## src/shared/fetch_map_pkg.sv

```systemverilog
/*
 * Constants for the instruction fetch and data map block: program counter
 * width, two-word instruction encodings, data bank geometry.
 * Assumes nothing beyond a SystemVerilog compiler.
 */
package fetch_map_pkg;
    localparam int PC_W = 21;
    localparam int DADDR_W = 12;
    localparam int BANK_W = 4;
    localparam int OFFS_W = 8;
    localparam int NUM_BANKS = 16;
    localparam int BANK_BYTES = 256;
    localparam logic [3:0] SECOND_WORD_TAG = 4'hF;
    // first-word opcode patterns, top bits of the word
    localparam logic [7:0] OP_CALL_HI = 8'hEC;
    localparam logic [7:0] OP_JUMP_HI = 8'hEF;
    localparam logic [3:0] OP_FAM_HI = 4'hC;
    localparam logic [7:0] OP_PLL_HI = 8'hEE;
    localparam logic [3:0] OP_BRA_HI = 4'hD;
    localparam logic [7:0] OP_BANK_LD_HI = 8'h01;
    localparam logic [15:0] NOP_WORD = 16'h0000;
    localparam logic [PC_W-1:0] PC_RESET = 21'h00_0000;
    localparam logic [BANK_W-1:0] BANK_RESET = 4'h0;
    // access bank split: below goes to bank 0, at or above to bank 15
    localparam logic [OFFS_W-1:0] ACCESS_SPLIT = 8'h60;
    localparam int PHASES = 4;
endpackage : fetch_map_pkg

```

## src/shared/fetch_data_if.sv

```systemverilog
/*
 * Data memory access bundle between the decoder and the data map.
 * Assumes a single clock; both ends are design modules.
 */
`timescale 1ns/1ps
interface fetch_data_if;
    logic [7:0] offset;
    logic use_access;
    logic use_full;
    logic [11:0] full_addr;
    logic [3:0] bank;
    logic [11:0] addr;
    logic [7:0] rd_data;
    modport core
    (
        output offset, use_access, use_full, full_addr, bank,
        input addr, rd_data
    );
    modport map
    (
        input offset, use_access, use_full, full_addr, bank,
        output addr, rd_data
    );
endinterface : fetch_data_if

```

## src/rtl/data_addr_map.sv

```systemverilog
/*
 * Forms the 12-bit data address from bank pointer, access bank or a full
 * address, and masks read data from unimplemented locations to zero.
 * Assumes raw RAM read data arrives combinationally from the array.
 */
`timescale 1ns/1ps
module data_addr_map
    import fetch_map_pkg::*;
#(
    parameter int IMPL_BANKS = 16
)
(
    fetch_data_if.map dm,
    // ram side
    input wire logic [7:0] i_ram_rd_data,
    output logic o_implemented
);
    logic [DADDR_W-1:0] banked_addr;
    logic [DADDR_W-1:0] access_addr;
    logic [BANK_W-1:0] sel_bank;

    assign banked_addr = {dm.bank, dm.offset};
    // access bank lower gpr or top sfr
    assign access_addr = (dm.offset < ACCESS_SPLIT)
        ? {4'h0, dm.offset} : {4'hF, dm.offset};
    assign dm.addr = dm.use_full ? dm.full_addr
        : (dm.use_access ? access_addr : banked_addr);
    // upper nibble picks one of 16 banks
    assign sel_bank = dm.addr[DADDR_W-1:OFFS_W];
    // sfr bank is always present even in small parts
    assign o_implemented = (32'(sel_bank) < IMPL_BANKS)
        || (sel_bank == 4'hF);
    assign dm.rd_data = o_implemented ? i_ram_rd_data : 8'h00;
endmodule : data_addr_map

```

## src/rtl/instr_fetch_core.sv

```systemverilog
/*
 * Instruction fetch sequencer and data map front end: four-phase cycle,
 * even-aligned program counter, two-word instruction handling, relative
 * and absolute branches, bank pointer.
 * Assumes program memory answers a byte address within one phase and
 * data RAM reads combinationally; i_skip comes from same-clock logic.
 */
`timescale 1ns/1ps

module instr_fetch_core
    import fetch_map_pkg::*;
#(
    parameter int IMPL_BANKS = 16
)
(
    // clock and reset
    input wire logic i_sys_clk,
    input wire logic i_reset_n,
    // program memory
    output logic [PC_W-1:0] o_prog_addr,
    input wire logic [7:0] i_prog_byte,
    // sequencing
    input wire logic i_skip,
    input wire logic i_bank_wr,
    input wire logic [7:0] i_bank_wr_data,
    // data memory
    input wire logic [7:0] i_ram_rd_data,
    output logic [DADDR_W-1:0] o_data_addr,
    output logic [7:0] o_data_rd,
    output logic o_data_implemented,
    // decode results
    output logic [15:0] o_instr,
    output logic [11:0] o_literal,
    output logic o_literal_valid,
    output logic o_exec_nop,
    output logic o_exec_strobe,
    output logic [7:0] o_bank_pointer,
    output logic [PC_W-1:0] o_pc
);
    typedef enum logic [3:0]
    {
        PH_1 = 4'b0001,
        PH_2 = 4'b0010,
        PH_3 = 4'b0100,
        PH_4 = 4'b1000
    } phase_t;

    phase_t phase;
    phase_t next_phase;
    logic [PC_W-1:0] pc;
    logic [PC_W-1:0] next_pc;
    logic [15:0] fetch_word;
    logic [15:0] ir;
    logic [15:0] first_word;
    logic pending_second;
    logic flush;
    logic [BANK_W-1:0] bank;
    logic [11:0] literal;
    logic literal_valid;
    logic exec_nop;
    logic [DADDR_W-1:0] data_addr;
    logic [7:0] data_rd;
    fetch_data_if dm();

    function automatic logic is_two_word(input logic [15:0] w);
        // call, jump, full move, pointer load
        return (w[15:8] == OP_CALL_HI) || (w[15:8] == OP_JUMP_HI)
            || (w[15:12] == OP_FAM_HI) || (w[15:8] == OP_PLL_HI);
    endfunction : is_two_word

    function automatic logic is_second(input logic [15:0] w);
        // tag nibble marks a second word
        return w[15:12] == SECOND_WORD_TAG;
    endfunction : is_second

    wire phase_end = (phase == PH_4);
    wire ir_second = is_second(ir);
    wire ir_two = is_two_word(ir);
    // second word consumed with its first
    wire consume = pending_second && ir_second;
    wire is_jump = consume && (first_word[15:8] == OP_JUMP_HI
        || first_word[15:8] == OP_CALL_HI);
    wire is_bra = !pending_second && (ir[15:12] == OP_BRA_HI);
    wire [19:0] abs_word = {ir[11:0], first_word[7:0]};
    wire [PC_W-1:0] bra_disp = PC_W'({{10{ir[10]}}, ir[10:0]});

    always_comb
    begin
        case (phase)
            PH_1: next_phase = PH_2;
            PH_2: next_phase = PH_3;
            PH_3: next_phase = PH_4;
            PH_4: next_phase = PH_1;
            default: next_phase = PH_1;
        endcase
    end

    always_comb
    begin
        // word steps keep bit zero clear
        next_pc = pc + PC_W'(2);
        if (is_jump)
            next_pc = {abs_word[PC_W-2:0], 1'b0};
        else if (is_bra)
            next_pc = pc + {bra_disp[PC_W-2:0], 1'b0};
    end

    // byte address, low then high byte
    assign o_prog_addr = (phase == PH_4) ? (pc | PC_W'(1)) : pc;

    // four-phase cycle from the one clock
    always_ff @(posedge i_sys_clk or negedge i_reset_n)
    begin
        if (!i_reset_n)
            phase <= PH_1;
        else
            phase <= next_phase;
    end

    always_ff @(posedge i_sys_clk or negedge i_reset_n)
    begin
        if (!i_reset_n)
            fetch_word <= 16'h0000;
        else if (phase == PH_3)
            fetch_word[7:0] <= i_prog_byte;
        else if (phase == PH_4)
            fetch_word[15:8] <= i_prog_byte;
    end

    // fetch of next overlaps execute of current
    always_ff @(posedge i_sys_clk or negedge i_reset_n)
    begin
        if (!i_reset_n)
        begin
            pc <= PC_RESET;
            ir <= NOP_WORD;
            first_word <= NOP_WORD;
            pending_second <= 1'b0;
            flush <= 1'b0;
        end
        else if (phase_end)
        begin
            pc <= next_pc;
            // a taken change of flow discards the word in flight
            flush <= is_jump || is_bra || i_skip;
            // only the one word in flight is dropped, never the target
            ir <= (i_skip || is_jump || is_bra)
                ? NOP_WORD : {i_prog_byte, fetch_word[7:0]};
            // first word arms a second cycle
            pending_second <= ir_two && !pending_second && !flush;
            if (ir_two && !pending_second)
                first_word <= ir;
        end
    end

    always_ff @(posedge i_sys_clk or negedge i_reset_n)
    begin
        if (!i_reset_n)
            bank <= BANK_RESET;
        else if (i_bank_wr)
            bank <= i_bank_wr_data[BANK_W-1:0];
    end

    always_ff @(posedge i_sys_clk or negedge i_reset_n)
    begin
        if (!i_reset_n)
        begin
            literal <= 12'h000;
            literal_valid <= 1'b0;
            exec_nop <= 1'b0;
            data_rd <= 8'h00;
        end
        else
        begin
            if (phase == PH_1)
            begin
                literal <= ir[11:0];
                literal_valid <= consume;
                // lone tagged word is a no-op
                exec_nop <= (ir_second && !pending_second)
                    || (ir == NOP_WORD);
            end
            if (phase == PH_2)
                data_rd <= dm.rd_data;
        end
    end

    assign dm.offset = ir[7:0];
    // access bit clear selects the access bank
    assign dm.use_access = !ir[8];
    assign dm.use_full = pending_second && (first_word[15:12] == OP_FAM_HI);
    assign dm.full_addr = first_word[11:0];
    assign dm.bank = bank;

    data_addr_map #(
        .IMPL_BANKS(IMPL_BANKS)
    ) u_map (
        .dm(dm.map),
        .i_ram_rd_data(i_ram_rd_data),
        .o_implemented(o_data_implemented)
    );

    assign data_addr = dm.addr;
    assign o_data_addr = data_addr;
    assign o_data_rd = data_rd;
    assign o_instr = ir;
    assign o_literal = literal;
    assign o_literal_valid = literal_valid;
    assign o_exec_nop = exec_nop;
    assign o_exec_strobe = (phase == PH_1);
    assign o_bank_pointer = {4'h0, bank};
    assign o_pc = pc;
endmodule : instr_fetch_core

```

## config.mk

```make
export PLATFORM = sky130hd
export DESIGN_NAME = instr_fetch_core
export DESIGN_NICKNAME = d
export VERILOG_FILES = /design/src/shared/fetch_map_pkg.sv /design/src/shared/fetch_data_if.sv /design/src/rtl/data_addr_map.sv /design/src/rtl/instr_fetch_core.sv
export SDC_FILE = /design/constraint.sdc
export NUM_CORES = 1
export LEC_CHECK = 0
export ABC_AREA = 1
export BUFFER_PORTS_ARGS = -buffer_cell sky130_fd_sc_hd__buf_4
export CORE_AREA = 4 4 132 134
export CTS_CLUSTER_DIAMETER = 40
export DETAILED_ROUTE_END_ITERATION = 10
export DIE_AREA = 0 0 136 138
export SLEW_MARGIN = 20
export SYNTH_ARGS = -nofsm -noshare
export SYNTH_HDL_FRONTEND = slang
export SYNTH_SLANG_ARGS = --single-unit
```

## constraint.sdc

```tcl
create_clock -name i_sys_clk -period 3.2 [get_ports i_sys_clk]
set_clock_uncertainty 0.2 [all_clocks]
set_input_delay 0.48 -clock i_sys_clk [delete_from_list [all_inputs] [get_ports i_sys_clk]]
set_output_delay 0.48 -clock i_sys_clk [all_outputs]
set_load 0.01 [all_outputs]
```

== Word level (Yosys, flattened, before mapping) ==
Cells that the tools add are included.
W data, S select, Z words.
Cells by class
  $add $sub $neg: 2
  multipliers: 0
  divide/modulo/power cells: 0
  order comparisons: 1
  equal/unequal tests: 13
  shift-type cells: 0
  muxes and demuxes: 8
  bitwise operators: 0
  reduce and logical (&&, ||, !) cells: 20
Operators with widths (number)
  $mux W21: 2
  $eq A8 B8 Y1 const B: 5
  $mux W12: 3
  $add A21 B2 Y21 const B: 1
  $add A21 B21 Y21: 1
  $eq A4 B4 Y1 const B: 5
  $logic_not A16 Y1: 1
  $mux W16: 1
  $pmux W4 S3: 1
  $logic_or A1 B1 Y1: 9
  $lt A8 B7 Y1 const B: 1
  $logic_and A1 B1 Y1: 7
  $eq A4 B1 Y1 const B: 1
  $eq A4 B2 Y1 const B: 1
  $eq A4 B3 Y1 const B: 1
  $logic_not A1 Y1: 2
  $reduce_and A2 Y1: 1
  $mux W1: 1
Storage, ports and cells
  flip-flop bits (word level): 93
  latch bits: 0
  bits in writable memories: 0
  bits in read-only memories: 0
  word-level logic and storage cells: 56
  memories: 0

== Longest topological paths before layout ==
Gate-level depths: netlist of the first run.
  depth in word-level cells: 6
  gate-level depth with buffers: 21

== By module ==
A second synthesis of the first run with hierarchy kept.
Unflattened totals
  cells, all modules: 688
  area, all modules: 5262.5 sq um
By module, submodules not included
  instr_fetch_core: instances 1, cells an instance 635, area an instance 4993.5 sq um
  data_addr_map: instances 1, cells an instance 53, area an instance 269.0 sq um

== Least setup slack after synthesis of the first run ==
No wires, ideal clock.
  path type: register -> register
  from: register ir[12], in the netlist o_instr[12]
  to: register pc[15], in the netlist o_pc[15]
  setup time: 0.117 ns
  arrival time: 2.565 ns
  data required time: 2.883 ns
  slack: 0.318 ns
  stages on the path, launching flop included: 22
  path buffers: 1
  period minus slack after synthesis: 2.882 ns
  cell sequence: dfrtp_1 > inv_2 > nor2_4 > clkbuf_4 > nand2_2 > inv_1 > nand2_1 > ha_1 > inv_1 > fa_1 > nand3b_1 > nand2_1 > nand3_1 > nand2_1 > nand2_1 > nand2_1 > nand2_1 > nand2_1 > xor2_1 > nand2_1 > nand2_1 > nand2_1
On the way
  longest elaborated chain between the ends: 4
  elaborated cells between the ends (all ways): 7
  classes of those cells: 2 x eq/ne; 2 x mux; 3 x reduce/logical
RTL lines
  start, declared: line instr_fetch_core.sv:53  | logic [15:0] ir;
  start signal, assigned: line instr_fetch_core.sv:147  | ir <= (i_skip || is_jump || is_bra)
  $eq A4 B4 Y1, on equally long branches: line instr_fetch_core.sv:83, instr_fetch_core.sv:73
  $logic_and A1 B1 Y1, on equally long branches: line instr_fetch_core.sv:83, instr_fetch_core.sv:80
  $mux W21 / $logic_and A1 B1 Y1 (equally long branches): line instr_fetch_core.sv:104, instr_fetch_core.sv:81
  $mux W21 *: line instr_fetch_core.sv:102  | if (is_jump)
  end signal, assigned: line instr_fetch_core.sv:143  | pc <= next_pc;
  end, declared: line instr_fetch_core.sv:50  | logic [PC_W-1:0] pc;
Mark *: on every way between the ends. The rest lies on a longest branch, timed or not.
A chain may end at the register's enable or synchronous reset.

== Final worst setup path of the first run ==
  from: register ir[14], in the netlist o_instr[14]
  to: register pc[15], in the netlist o_pc[15]
The elaborated chain is that of the path after synthesis.

==> results of run 1 <==
[sequential cells by signal (all words and copies together) (netlist names)]
| register | cells |
|---|---|
| o_pc | 20 |
| first_word | 16 |
| o_instr | 16 |
| o_literal | 12 |
| fetch_word | 8 |
| o_data_rd | 8 |
| bank | 4 |
| phase | 4 |
| flush | 1 |
| o_exec_nop | 1 |
| o_literal_valid | 1 |
| pending_second | 1 |
[worst paths after layout]
check | to | slack [ns]
max | o_pc[15] | 0.28
min | o_data_rd[6] | 0.11
max reg2reg | o_pc[15] | 0.28
min reg2reg | pending_second | 0.27
max in group asynchronous | phase[0] | 1.59
min in group asynchronous | o_pc[5] | 0.48
[cells in the mapped netlist (8+ instances only)]
cell type and number:
o21ai_0 42, o21ai_1 16, xor2_1 8, inv_1 61, nand2_1 181, nand3_1 21
dfrtp_1 91, a21oi_1 45, buf_4 28, ha_1 10, nand4_1 15, clkbuf_1 13
nor2_1 53
[critical path, cell delays in order (launching register included)]
cell      delay (ns)
dfrtp_1         0.43
nand2_2         0.13
nor2_4          0.04
nand2_2         0.09
inv_1           0.06
nand2_1         0.06
ha_1            0.16
inv_1           0.06
fa_1            0.40
nand3b_1        0.17
nand2_1         0.13
nand3_1         0.08
nand2_1         0.15
nand2_1         0.09
nand2_1         0.13
nand2_1         0.07
nand2_1         0.07
xor2_1          0.15
nand2_1         0.07
nand2_1         0.06
nand2_1         0.04
[cell type report]
cell class                 count  area [µm²]  share of cell area
clock buffer                  10         229              0.0353
tap                          220         275              0.0424
inverter                      70         263              0.0405
timing repair buffer         140        1070               0.164
sequential                    92        2300               0.355
multi-input combinational    460        2290               0.354
clock inverter                 6        57.6             0.00887
[power groups by stage]
stage / Clock (mW) / Combinational, mW / Sequential [mW]
after floorplan: 0 / 0.262 / 1.36
after global placement: 0 / 0.505 / 1.36
after detailed placement: 0 / 0.508 / 1.36
after CTS: 1.08 / 0.513 / 1.34
after global routing: 1.12 / 0.559 / 1.35
final: 1.05 / 0.507 / 1.33
[logic make-up (layout without fill, tap and decap cells)]
group                    Yosys count  in the layout  share of synthesized area
other                              2              6                    0.00146
AO/OA/AOI/OAI                    128            128                      0.136
adder cells (fa/ha/maj)           11             11                     0.0283
flip-flops                        92             92                      0.448
multiplexers                       4              4                    0.00877
AND/OR/NAND/NOR                  302            302                      0.254
XOR/XNOR                           9              9                     0.0153
buffers and inverters            116            226                      0.108
[layer usage]
metal  global-route usage  part of all wire  vias to the layer above  wire, µm
met5                    0                 0                        -         0
met2                0.276              0.46                      159      7270
met1                0.232              0.45                     2215      7100
met4               0.0424             0.012                        0       187
met3               0.0436             0.069                       14      1090
li1                     -                 -                     2371         -
[metrics by stage]
step           hold WS (ns)  instances  area, µm²
2_1_floorplan       -0.0156        668       5150
3_3_place_gp          0.250        981       6190
3_5_place_dp          0.255        981       6190
4_1_cts               0.101        998       6490
5_1_grt               0.107        998       6490
6_report              0.112        998       6490
==> results by group, run 1 <==
Floorplanning
  • Die H: 138 µm
  • Ports: 130
  • Core ar.: 16300 µm²
  • Row cnt: 47
  • Initial core utilization: 0.315
  • Width of the die: 136 µm
  • Full die area: 18800 µm²

Power
  • Share of total power in the clock network: 0.364
  • Switch Pwr: 0.864 mW
  • Internal power: 2.03 mW
  • P per Cell Area: 446 nW/µm²
  • Peak supply drop: 0.309 mV
  • Leakage power: 3.39 nW
  • Logic pwr share: 0.175
  • Reg power frac: 0.461
  • Total power: just under 3 mW
  • Net Sw Frac: 0.299

Cells and area
  • Layout area overhead: 26.3%
  • Commonest non-fill, non-tap cell in the layout: nand2_1
  • Finished Core Util: 0.398
  • Fillers: ~1700
  • Diode count: 0
  • Layout Nets: 812
  • Commonest cells after routing, fill and taps aside: nand2_1 (181), buf_4 (138), dfrtp_1 (91)
  • Layout cells sized above 1: 0.229

Hold path
  • Hold Path Depth: 3
  • Hold Path Class: input port to flop
  • Hold Startpoint: i_ram_rd_data[6]

Logic synthesis
  • Syn_area_per_cell: just under 8 µm²
  • Post-synth top area share: 0.443
  • Yosys warnings: 0
  • Mapped Cells: 664
  • Cell type with the largest total area after synthesis: dfrtp_1
  • Post-synth ARST share: 1.00
  • Post-synth EDFFs: 0
  • Yosys cell types: 41
  • Number of synthesized register bits: 92
  • Top cells by area, synth: dfrtp_1 (44%), nand2_1 (13%), inv_1 (4.5%)
  • Synthesized area: 5140 µm²
  • Main synth FF type: dfrtp_1
  • Sequential area share after synthesis: 0.448

Global route
  • Gr ovfl total: 0
  • Largest net degree at the start of global routing: 50
  • Vias in the first global route: 4790
  • Initial antenna violation count: 0
  • Tot GR Track Use: 0.172
  • First-pass GRT wire length: between 20000 and 30000 µm

Run
  • Max-cap viol count: 0

Status
  • Status: finished clean

CTS
  • Worst skew pair latency: 0.35 ns
  • Cts bufs inserted: 9
  • Worst-path clk slew: 0.07 ns
  • Sink Count: 92
  • CTS Hold Buffers Added: 1
  • Post_cts resized: 0
  • CTS tree: built
  • H-tree levels: 3
  • CTS Buffer Depth: 2
  • CTS root buf: clkbuf_16
  • Setup Fix Bufs, Post-CTS: 0

Setup path
  • CP required: 3.25 ns
  • Reg2reg path depth: 20
  • Setup Crit Path Kind: flop to flop
  • CP Launch Point: o_instr[14]
  • Worst flop-to-flop path startpoint: o_instr[14]
  • Worst Path Max Fanout: 4
  • Setup crit start kind: flop
  • Critical Path AT: 2.97 ns
  • CP endpoint kind: flop

Placement
  • Place WS: 0.329 ns
  • Routability congestion estimate: roughly 0.9
  • Post-DP HPWL: 11500 µm
  • # port buffers: 119

Detailed routing
  • Drt first pass iters: 5
  • Antenna Nets Post-Route: 0
  • DR vias/cell: 4.77
  • Wire length per cell: ~16 µm
  • Remaining DRCs: 0
  • Initial drt markers: 353
  • Final wirelength: 15600 µm
  • Vias post-DR: 4759

Timing
  • RSZ-0062 raised after global routing: no
  • Final Hold Vio Count: 0
  • Setup WS post-layout: between 0.2 and 0.3 ns
  • Crit share post-route: 0.913
  • Relative slew slack: 0.484
  • Final min period: a little under 3 ns
  • Slew at the pin closest to its max-slew limit: ~0.77 ns
  • Setup TNS: 0 ns
  • Final setup viols: 0
  • Slew Viols, Final: 0
  • Peak Freq: 342 MHz
Power figures use the tool's default switching activity.
==> run 2: changes to the inputs <==
--- a/config.mk
+++ b/config.mk
@@ -7,10 +7,11 @@
 export LEC_CHECK = 0
 export ABC_AREA = 1
 export BUFFER_PORTS_ARGS = -buffer_cell sky130_fd_sc_hd__buf_4
-export CORE_AREA = 4 4 132 134
+export CORE_AREA = 4 4 103 105
 export CTS_CLUSTER_DIAMETER = 40
 export DETAILED_ROUTE_END_ITERATION = 10
-export DIE_AREA = 0 0 136 138
+export DIE_AREA = 0 0 107 109
+export PLACE_DENSITY = 0.8
 export SLEW_MARGIN = 20
 export SYNTH_ARGS = -nofsm -noshare
 export SYNTH_HDL_FRONTEND = slang
==> run 2 against run 1 <==
  * Critical path depth unchanged
  * Hold slack got worse by 0.015 ns
  * Largest power group unchanged
  * First-iteration DRC count increased by 43%
  * Routed wire length decreased by 5.5%
  * Highest routed layer unchanged
==> results by group, run 2 (synthesized netlist as in run 1, its figures left out) <==
Cells and area
  • Diode count: 0 (unchanged)
  • Layout area overhead: 23.2%
  • Largest register FFs: 20 (unchanged)
  • Commonest non-fill, non-tap cell in the layout: nand2_1
  • Layout cells sized above 1: 0.231 (+0.00257)
  • Final Instance Count excl. Fillers: 911 (-8.7%)
  • Layout Nets: 812 (unchanged)
  • Commonest cells after routing, fill and taps aside: nand2_1 (180), buf_4 (138), dfrtp_1 (91)
  • Fillers: 797 (-53%)

Timing
  • Final Hold Vio Count: 0 (unchanged)
  • Crit share post-route: 0.923 (+0.00992)
  • Slew at the pin closest to its max-slew limit: 0.611 ns (-0.157 ns)
  • Final min period: 2.95 ns (+0.0318 ns)
  • Peak Freq: 338 MHz (-1.1%)
  • RSZ-0062 raised after global routing: no
  • Final setup viols: 0 (unchanged)
  • Relative slew slack: 0.588 (+0.103)
  • Setup TNS: 0 ns (unchanged)
  • Slew Viols, Final: 0 (unchanged)

Floorplanning
  • Core ar.: 9640 µm² (-41%)
  • Row cnt: 36 (-23%)
  • Full die area: 11700 µm² (-38%)
  • Ports: 130 (unchanged)
  • Die H: 109 µm (-21%)
  • Width of the die: 107 µm (-21%)
  • Initial core utilization: 0.533 (+0.218)

Power
  • Switch Pwr: 0.802 mW (-7.2%)
  • Net Sw Frac: 0.291 (-0.00775)
  • Reg power frac: 0.483 (+0.022)
  • Leakage power: 3.37 nW (-0.44%)
  • Share of total power in the clock network: 0.330 (-0.034)
  • Logic pwr share: 0.187 (+0.012)
  • Total power: 2.76 mW (-4.7%)
  • Internal power: 1.96 mW (-3.7%)
  • P per Cell Area: 435 nW/µm² (-2.4%)
  • Peak supply drop: 0.319 mV (+3.0%)

CTS
  • Worst skew pair latency: 0.37 ns (+0.02 ns)
  • Worst-path clk slew: 0.10 ns (+0.03 ns)
  • CTS root buf: clkbuf_8
  • Cts bufs inserted: 9 (unchanged)
  • Sink Count: 92 (unchanged)
  • CTS Buffer Depth: 2 (unchanged)
  • CTS tree: built
  • H-tree levels: 3 (unchanged)

Detailed routing
  • Initial drt markers: 504 (+43%)
  • Drt first pass iters: 5 (unchanged)
  • Antenna Nets Post-Route: 0 (unchanged)
  • Remaining DRCs: 0 (unchanged)
  • DR vias/cell: 5.55 (+16%)
  • Vias post-DR: 5056 (+6.2%)
  • Wire length per cell: 16.2 µm (+3.5%)
  • Final wirelength: 14800 µm (-5.5%)

Placement
  • # port buffers: 119 (unchanged)
  • Placed cell count: 893 (-9.0%)
  • Post-DP HPWL: 10700 µm (-6.9%)
  • Routability congestion estimate: 0.955 (+7.2%)

Global route
  • Tot GR Track Use: 0.262 (+0.0902)
  • Vias in the first global route: 4895 (+2.2%)
  • Largest net degree at the start of global routing: 51 (+2.0%)
  • First-pass GRT wire length: 24000 µm (-5.3%)
  • Initial antenna violation count: 0 (unchanged)
  • Gr ovfl total: 0 (unchanged)

Setup path
  • Setup crit start kind: flop
  • Worst Path Max Fanout: 10 (+6)
  • Reg2reg end: o_pc[15]
  • Critical Path AT: 3.03 ns (+0.06 ns)
  • Worst flop-to-flop path startpoint: o_instr[12]
  • Reg2reg path depth: 20 (unchanged)
  • R2R setup slack: 0.25 ns (-0.03 ns)
  • CP endpoint kind: flop
  • Setup Crit Path Kind: flop to flop
  • CP required: 3.28 ns (+0.03 ns)

Hold path
  • Worst-case hold path end point: o_data_rd[4]
  • Hold Startpoint: i_ram_rd_data[4]
  • Hold Path Depth: 3 (unchanged)
  • Hold Path Class: input port to flop

Run
  • Max-cap viol count: 0 (unchanged)

Status
  • Status: finished clean
==> run 2: changes by cell type in the layout (fill, tap and decap cells not counted), moves of 2 or more <==
cell and delta:
clkbuf_8 +10, clkbuf_16 -9, bufinv_16 +2, clkinv_4 -2
inv_8 -2
==> run 2: area by class of cell <==
class                           count  area, µm²  area share
Clock inverter                      6       93.8      0.0148
Timing Repair Buffer              140       1070       0.168
Clock buffer                       10        138      0.0217
Inverter                           70        263      0.0415
Tap cell                          133        166      0.0263
Multi-Input combinational cell    460       2300       0.363
Sequential cell                    92       2300       0.364
==> run 2: timing repair <==
action                                  in CTS  in global routing
hold endpoints to repair                    41                  0
hold buffers                                 1                  0
endpoints found under the setup margin       0                  4
buffers inserted                             0                  1
gates resized for setup                      0                  2
==> run 2: worst max-delay path by stage <==
stage	startpoint	to	cells past startpoint
floorplan	o_instr[12]	o_pc[15]	21
global placement	o_instr[14]	o_pc[15]	20
detailed placement	o_instr[12]	o_pc[15]	20
CTS	o_instr[12]	o_pc[15]	20
global route	o_instr[12]	o_pc[15]	20
finish	o_instr[12]	o_pc[15]	20
==> run 2: worst max-delay path, stage by stage, from the launching register on <==
cell	delay [ns]
dfrtp_1	0.43
inv_2	0.11
nor2_4	0.05
nand2_4	0.13
inv_1	0.07
nand2_1	0.07
ha_1	0.15
inv_1	0.06
fa_1	0.40
nand3b_1	0.21
nand2_2	0.12
nand3_1	0.07
nand2_1	0.13
nand2_1	0.09
nand2_1	0.11
nand2_1	0.07
nand2_1	0.07
xor2_1	0.14
nand2_1	0.07
nand2_1	0.06
nand2_1	0.05
==> run 2: power by group through the flow <==
stage	Combinational, mW	Clock [mW]	Sequential (mW)
2_1_floorplan	0.262	0	1.36
3_3_place_gp	0.498	0	1.35
3_5_place_dp	0.514	0	1.35
4_1_cts	0.517	0.920	1.33
5_1_grt	0.566	0.963	1.35
6_report	0.517	0.910	1.33
==> run 2: per-layer routing <==
layer | routed length, µm | vias up | part of all wire | global-route usage
met2 | 6780 | 283 | 0.46 | 0.422
met5 | 0 | - | 0 | 0
li1 | - | 2364 | - | -
met3 | 1490 | 38 | 0.10 | 0.0592
met4 | 401 | 0 | 0.027 | 0.106
met1 | 6110 | 2371 | 0.41 | 0.345
==> run 2: stage by stage <==
step,area [µm²],util,hold WS [ns],setup WS [ns]
after floorplan,5150,-,-0.0156,0.318
after global placement,6070,0.630,0.247,0.302
after global routing,6330,0.657,0.0952,0.000654
after detailed placement,6070,0.630,0.252,0.239
after CTS,6320,0.655,0.0839,0.213
final,6330,0.657,0.0973,0.246
==> run 3: changes to the inputs <==
--- a/config.mk
+++ b/config.mk
@@ -11,7 +11,7 @@
 export CTS_CLUSTER_DIAMETER = 40
 export DETAILED_ROUTE_END_ITERATION = 10
 export DIE_AREA = 0 0 107 109
-export PLACE_DENSITY = 0.8
+export PLACE_DENSITY = 0.84
 export SLEW_MARGIN = 20
 export SYNTH_ARGS = -nofsm -noshare
 export SYNTH_HDL_FRONTEND = slang
==> run 3 against run 2 <==
  * The run now ends with hold timing left
  * Flip-flop and latch count is the same
  * Critical path depth is the same
  * Final cell count shrank 0.44%
  * Setup slack lost 0.024 ns
  * Total power shrank 3.2%
  * Routed wire length grew 0.83%
  * First-iteration DRC count shrank 22%
  * Non-clock buffer count shrank 4
  * Critical path type unchanged
  * Critical endpoint unchanged
  * Largest cell class unchanged
==> results by group, run 3 (synthesized netlist as in run 1, its figures left out) <==
Status
  • Status: complete, but fails checks
  • Violated checks: hold timing

CTS
  • CTS Buffer Depth: 2 (unchanged)
  • Worst-path clk slew: 0.10 ns (about the same)
  • CTS root buf: clkbuf_8
  • Worst skew pair latency: 0.37 ns (about the same)
  • Setup Fix Bufs, Post-CTS: 0 (unchanged)
  • CTS tree: built
  • Sink Count: 92 (unchanged)
  • Post_cts resized: 0 (unchanged)
  • CTS Hold Buffers Added: 0 (-1)
  • Cts bufs inserted: 9 (unchanged)
  • H-tree levels: 3 (unchanged)

Power
  • Leakage power: 3.34 nW (-0.85%)
  • Switch Pwr: 0.775 mW (-3.3%)
  • Logic pwr share: 0.193 (+0.006)
  • Share of total power in the clock network: 0.309 (-0.021)
  • Peak supply drop: 0.327 mV (+2.7%)
  • P per Cell Area: 425 nW/µm² (-2.4%)
  • Reg power frac: 0.498 (+0.015)
  • Net Sw Frac: 0.291 (about the same)
  • Internal power: 1.89 mW (-3.2%)

Placement
  • # port buffers: 119 (unchanged)
  • Post-DP HPWL: 11000 µm (+3.1%)
  • Routability congestion estimate: 0.924 (-3.2%)

Cells and area
  • Layout area overhead: 22.2%
  • Diode count: 0 (unchanged)
  • Layout Nets: 808 (-0.49%)
  • FF+latch area: 2300 µm² (unchanged)
  • Commonest non-fill, non-tap cell in the layout: nand2_1
  • Area of the multi-input gates: 2300 µm² (unchanged)
  • Finished Core Util: 0.651 (-0.00558)
  • Commonest cells after routing, fill and taps aside: nand2_1 (180), buf_4 (135), dfrtp_1 (91)
  • Layout cells sized above 1: 0.227 (-0.00397)
  • Largest register FFs: 20 (unchanged)
  • Fillers: 848 (+6.4%)

Setup path
  • Worst Path Max Fanout: 10 (unchanged)
  • Worst flop-to-flop path startpoint: o_instr[14]
  • CP most frequent cell: nand2_1
  • CP required: 3.27 ns (about the same)
  • Reg2reg end: o_pc[15]
  • Critical Path AT: 3.05 ns (+0.02 ns)
  • Crit path cell chain: nand2_2, nor2_4, nand2_4, inv_1, nand2_1, ha_1, inv_1, fa_1, nand3b_1, nand2_2, nand3_1, nand2_1, nand2_1, nand2_1, nand2_1, nand2_1, xor2_1, nand2_1, nand2_1, nand2_1
  • Largest stage delay, worst path: 0.44 ns (about the same)
  • Reg2reg path depth: 20 (unchanged)
  • R2R setup slack: 0.22 ns (-0.02 ns)
  • CP endpoint kind: flop
  • Highest-delay cell along the critical path: dfrtp_1
  • Setup Crit Path Kind: flop to flop
  • Setup crit start kind: flop

Detailed routing
  • Final wirelength: 14900 µm (+0.83%)
  • Remaining DRCs: 0 (unchanged)
  • Vias post-DR: 5021 (-0.69%)
  • Initial drt markers: 393 (-22%)
  • DR vias/cell: 5.54 (-0.25%)
  • Antenna Nets Post-Route: 0 (unchanged)
  • Drt first pass iters: 5 (unchanged)
  • Wire length per cell: 16.4 µm (+1.3%)

Floorplanning
  • Core ar.: 9640 µm² (unchanged)
  • Full die area: 11700 µm² (unchanged)
  • Die H: 109 µm (unchanged)
  • Initial core utilization: 0.533 (unchanged)
  • Ports: 130 (unchanged)
  • Row cnt: 36 (unchanged)
  • Width of the die: 107 µm (unchanged)

Global route
  • Gr ovfl total: 0 (unchanged)
  • First-pass GRT wire length: 23900 µm (-0.49%)
  • Tot GR Track Use: 0.261 (-0.00113)
  • Initial antenna violation count: 0 (unchanged)
  • Vias in the first global route: 4823 (-1.5%)
  • Largest net degree at the start of global routing: 59 (+16%)

Timing
  • Slew at the pin closest to its max-slew limit: 0.764 ns (+0.153 ns)
  • Final Hold Vio Count: 26 (+26)
  • Peak Freq: 336 MHz (-0.79%)
  • Relative slew slack: 0.491 (-0.0967)
  • Final min period: 2.98 ns (+0.0235 ns)
  • RSZ-0062 raised after global routing: no
  • Slew Viols, Final: 0 (unchanged)
  • Crit share post-route: 0.931 (+0.00734)
  • WHS: -0.0193 ns (-0.117 ns)
  • Setup TNS: 0 ns (unchanged)
  • Final setup viols: 0 (unchanged)

Hold path
  • Hold Path Class: input port to asynchronous set/reset pin

Run
  • Max-cap viol count: 0 (unchanged)
==> run 3: power by group through the flow <==
stage	Sequential (mW)	Clock [mW]	Combinational [mW]
6_report	1.33	0.823	0.515
5_1_grt	1.34	0.886	0.566
4_1_cts	1.33	0.834	0.518
3_5_place_dp	1.35	0	0.514
3_3_place_gp	1.35	0	0.498
2_1_floorplan	1.36	0	0.262
==> run 3: final cells by class <==
| class | instances | area share |
|---|---|---|
| sequential | 92 | 0.367 |
| multi-input combinational | 460 | 0.367 |
| timing repair buffer | 136 | 0.165 |
| clock inverter | 4 | 0.00877 |
| tap | 133 | 0.0265 |
| inverter | 70 | 0.0419 |
| clock buffer | 12 | 0.0247 |
==> run 3: worst max-delay path by stage <==
stage                            from        to  slack (ns)  depth (start not counted)
after floorplan           o_instr[12]  o_pc[15]        0.32                         21
after global placement    o_instr[14]  o_pc[15]        0.30                         20
after detailed placement  o_instr[15]  o_pc[15]        0.15                         20
after CTS                 o_instr[14]  o_pc[15]        0.15                         20
after global routing      o_instr[15]  o_pc[15]        0.02                         20
final                     o_instr[14]  o_pc[15]        0.22                         20
==> run 3: critical path, delay by kind of cell, from the launching register on <==
family                     cells  cell delay, ns
adders and majority gates      2            0.56
xor gates and xnor gates       1            0.15
buffers and inverters          2            0.13
and+or+nand+nor               15            1.40
DFF                            1            0.44
==> run 3: layer usage <==
layer | vias to the layer above | global-route usage | routed length, µm
li1 | 2359 | - | -
met1 | 2371 | 0.332 | 5900
met2 | 248 | 0.438 | 7330
met3 | 43 | 0.0515 | 1250
met4 | 0 | 0.108 | 422
met5 | - | 0 | 0
==> run 3: through the flow <==
step | total power [mW] | hold slack [ns] | cell area (µm²) | instances | setup WS [ns]
final | 2.67 | -0.0193 | 6280 | 907 | 0.222
after CTS | 2.68 | 0.00600 | 6270 | 907 | 0.147
after global routing | 2.79 | 0.0409 | 6280 | 907 | 0.0178
after global placement | 1.84 | 0.246 | 6060 | 891 | 0.299
after detailed placement | 1.86 | 0.259 | 6060 | 891 | 0.151
after floorplan | 1.62 | -0.0156 | 5150 | 668 | 0.318
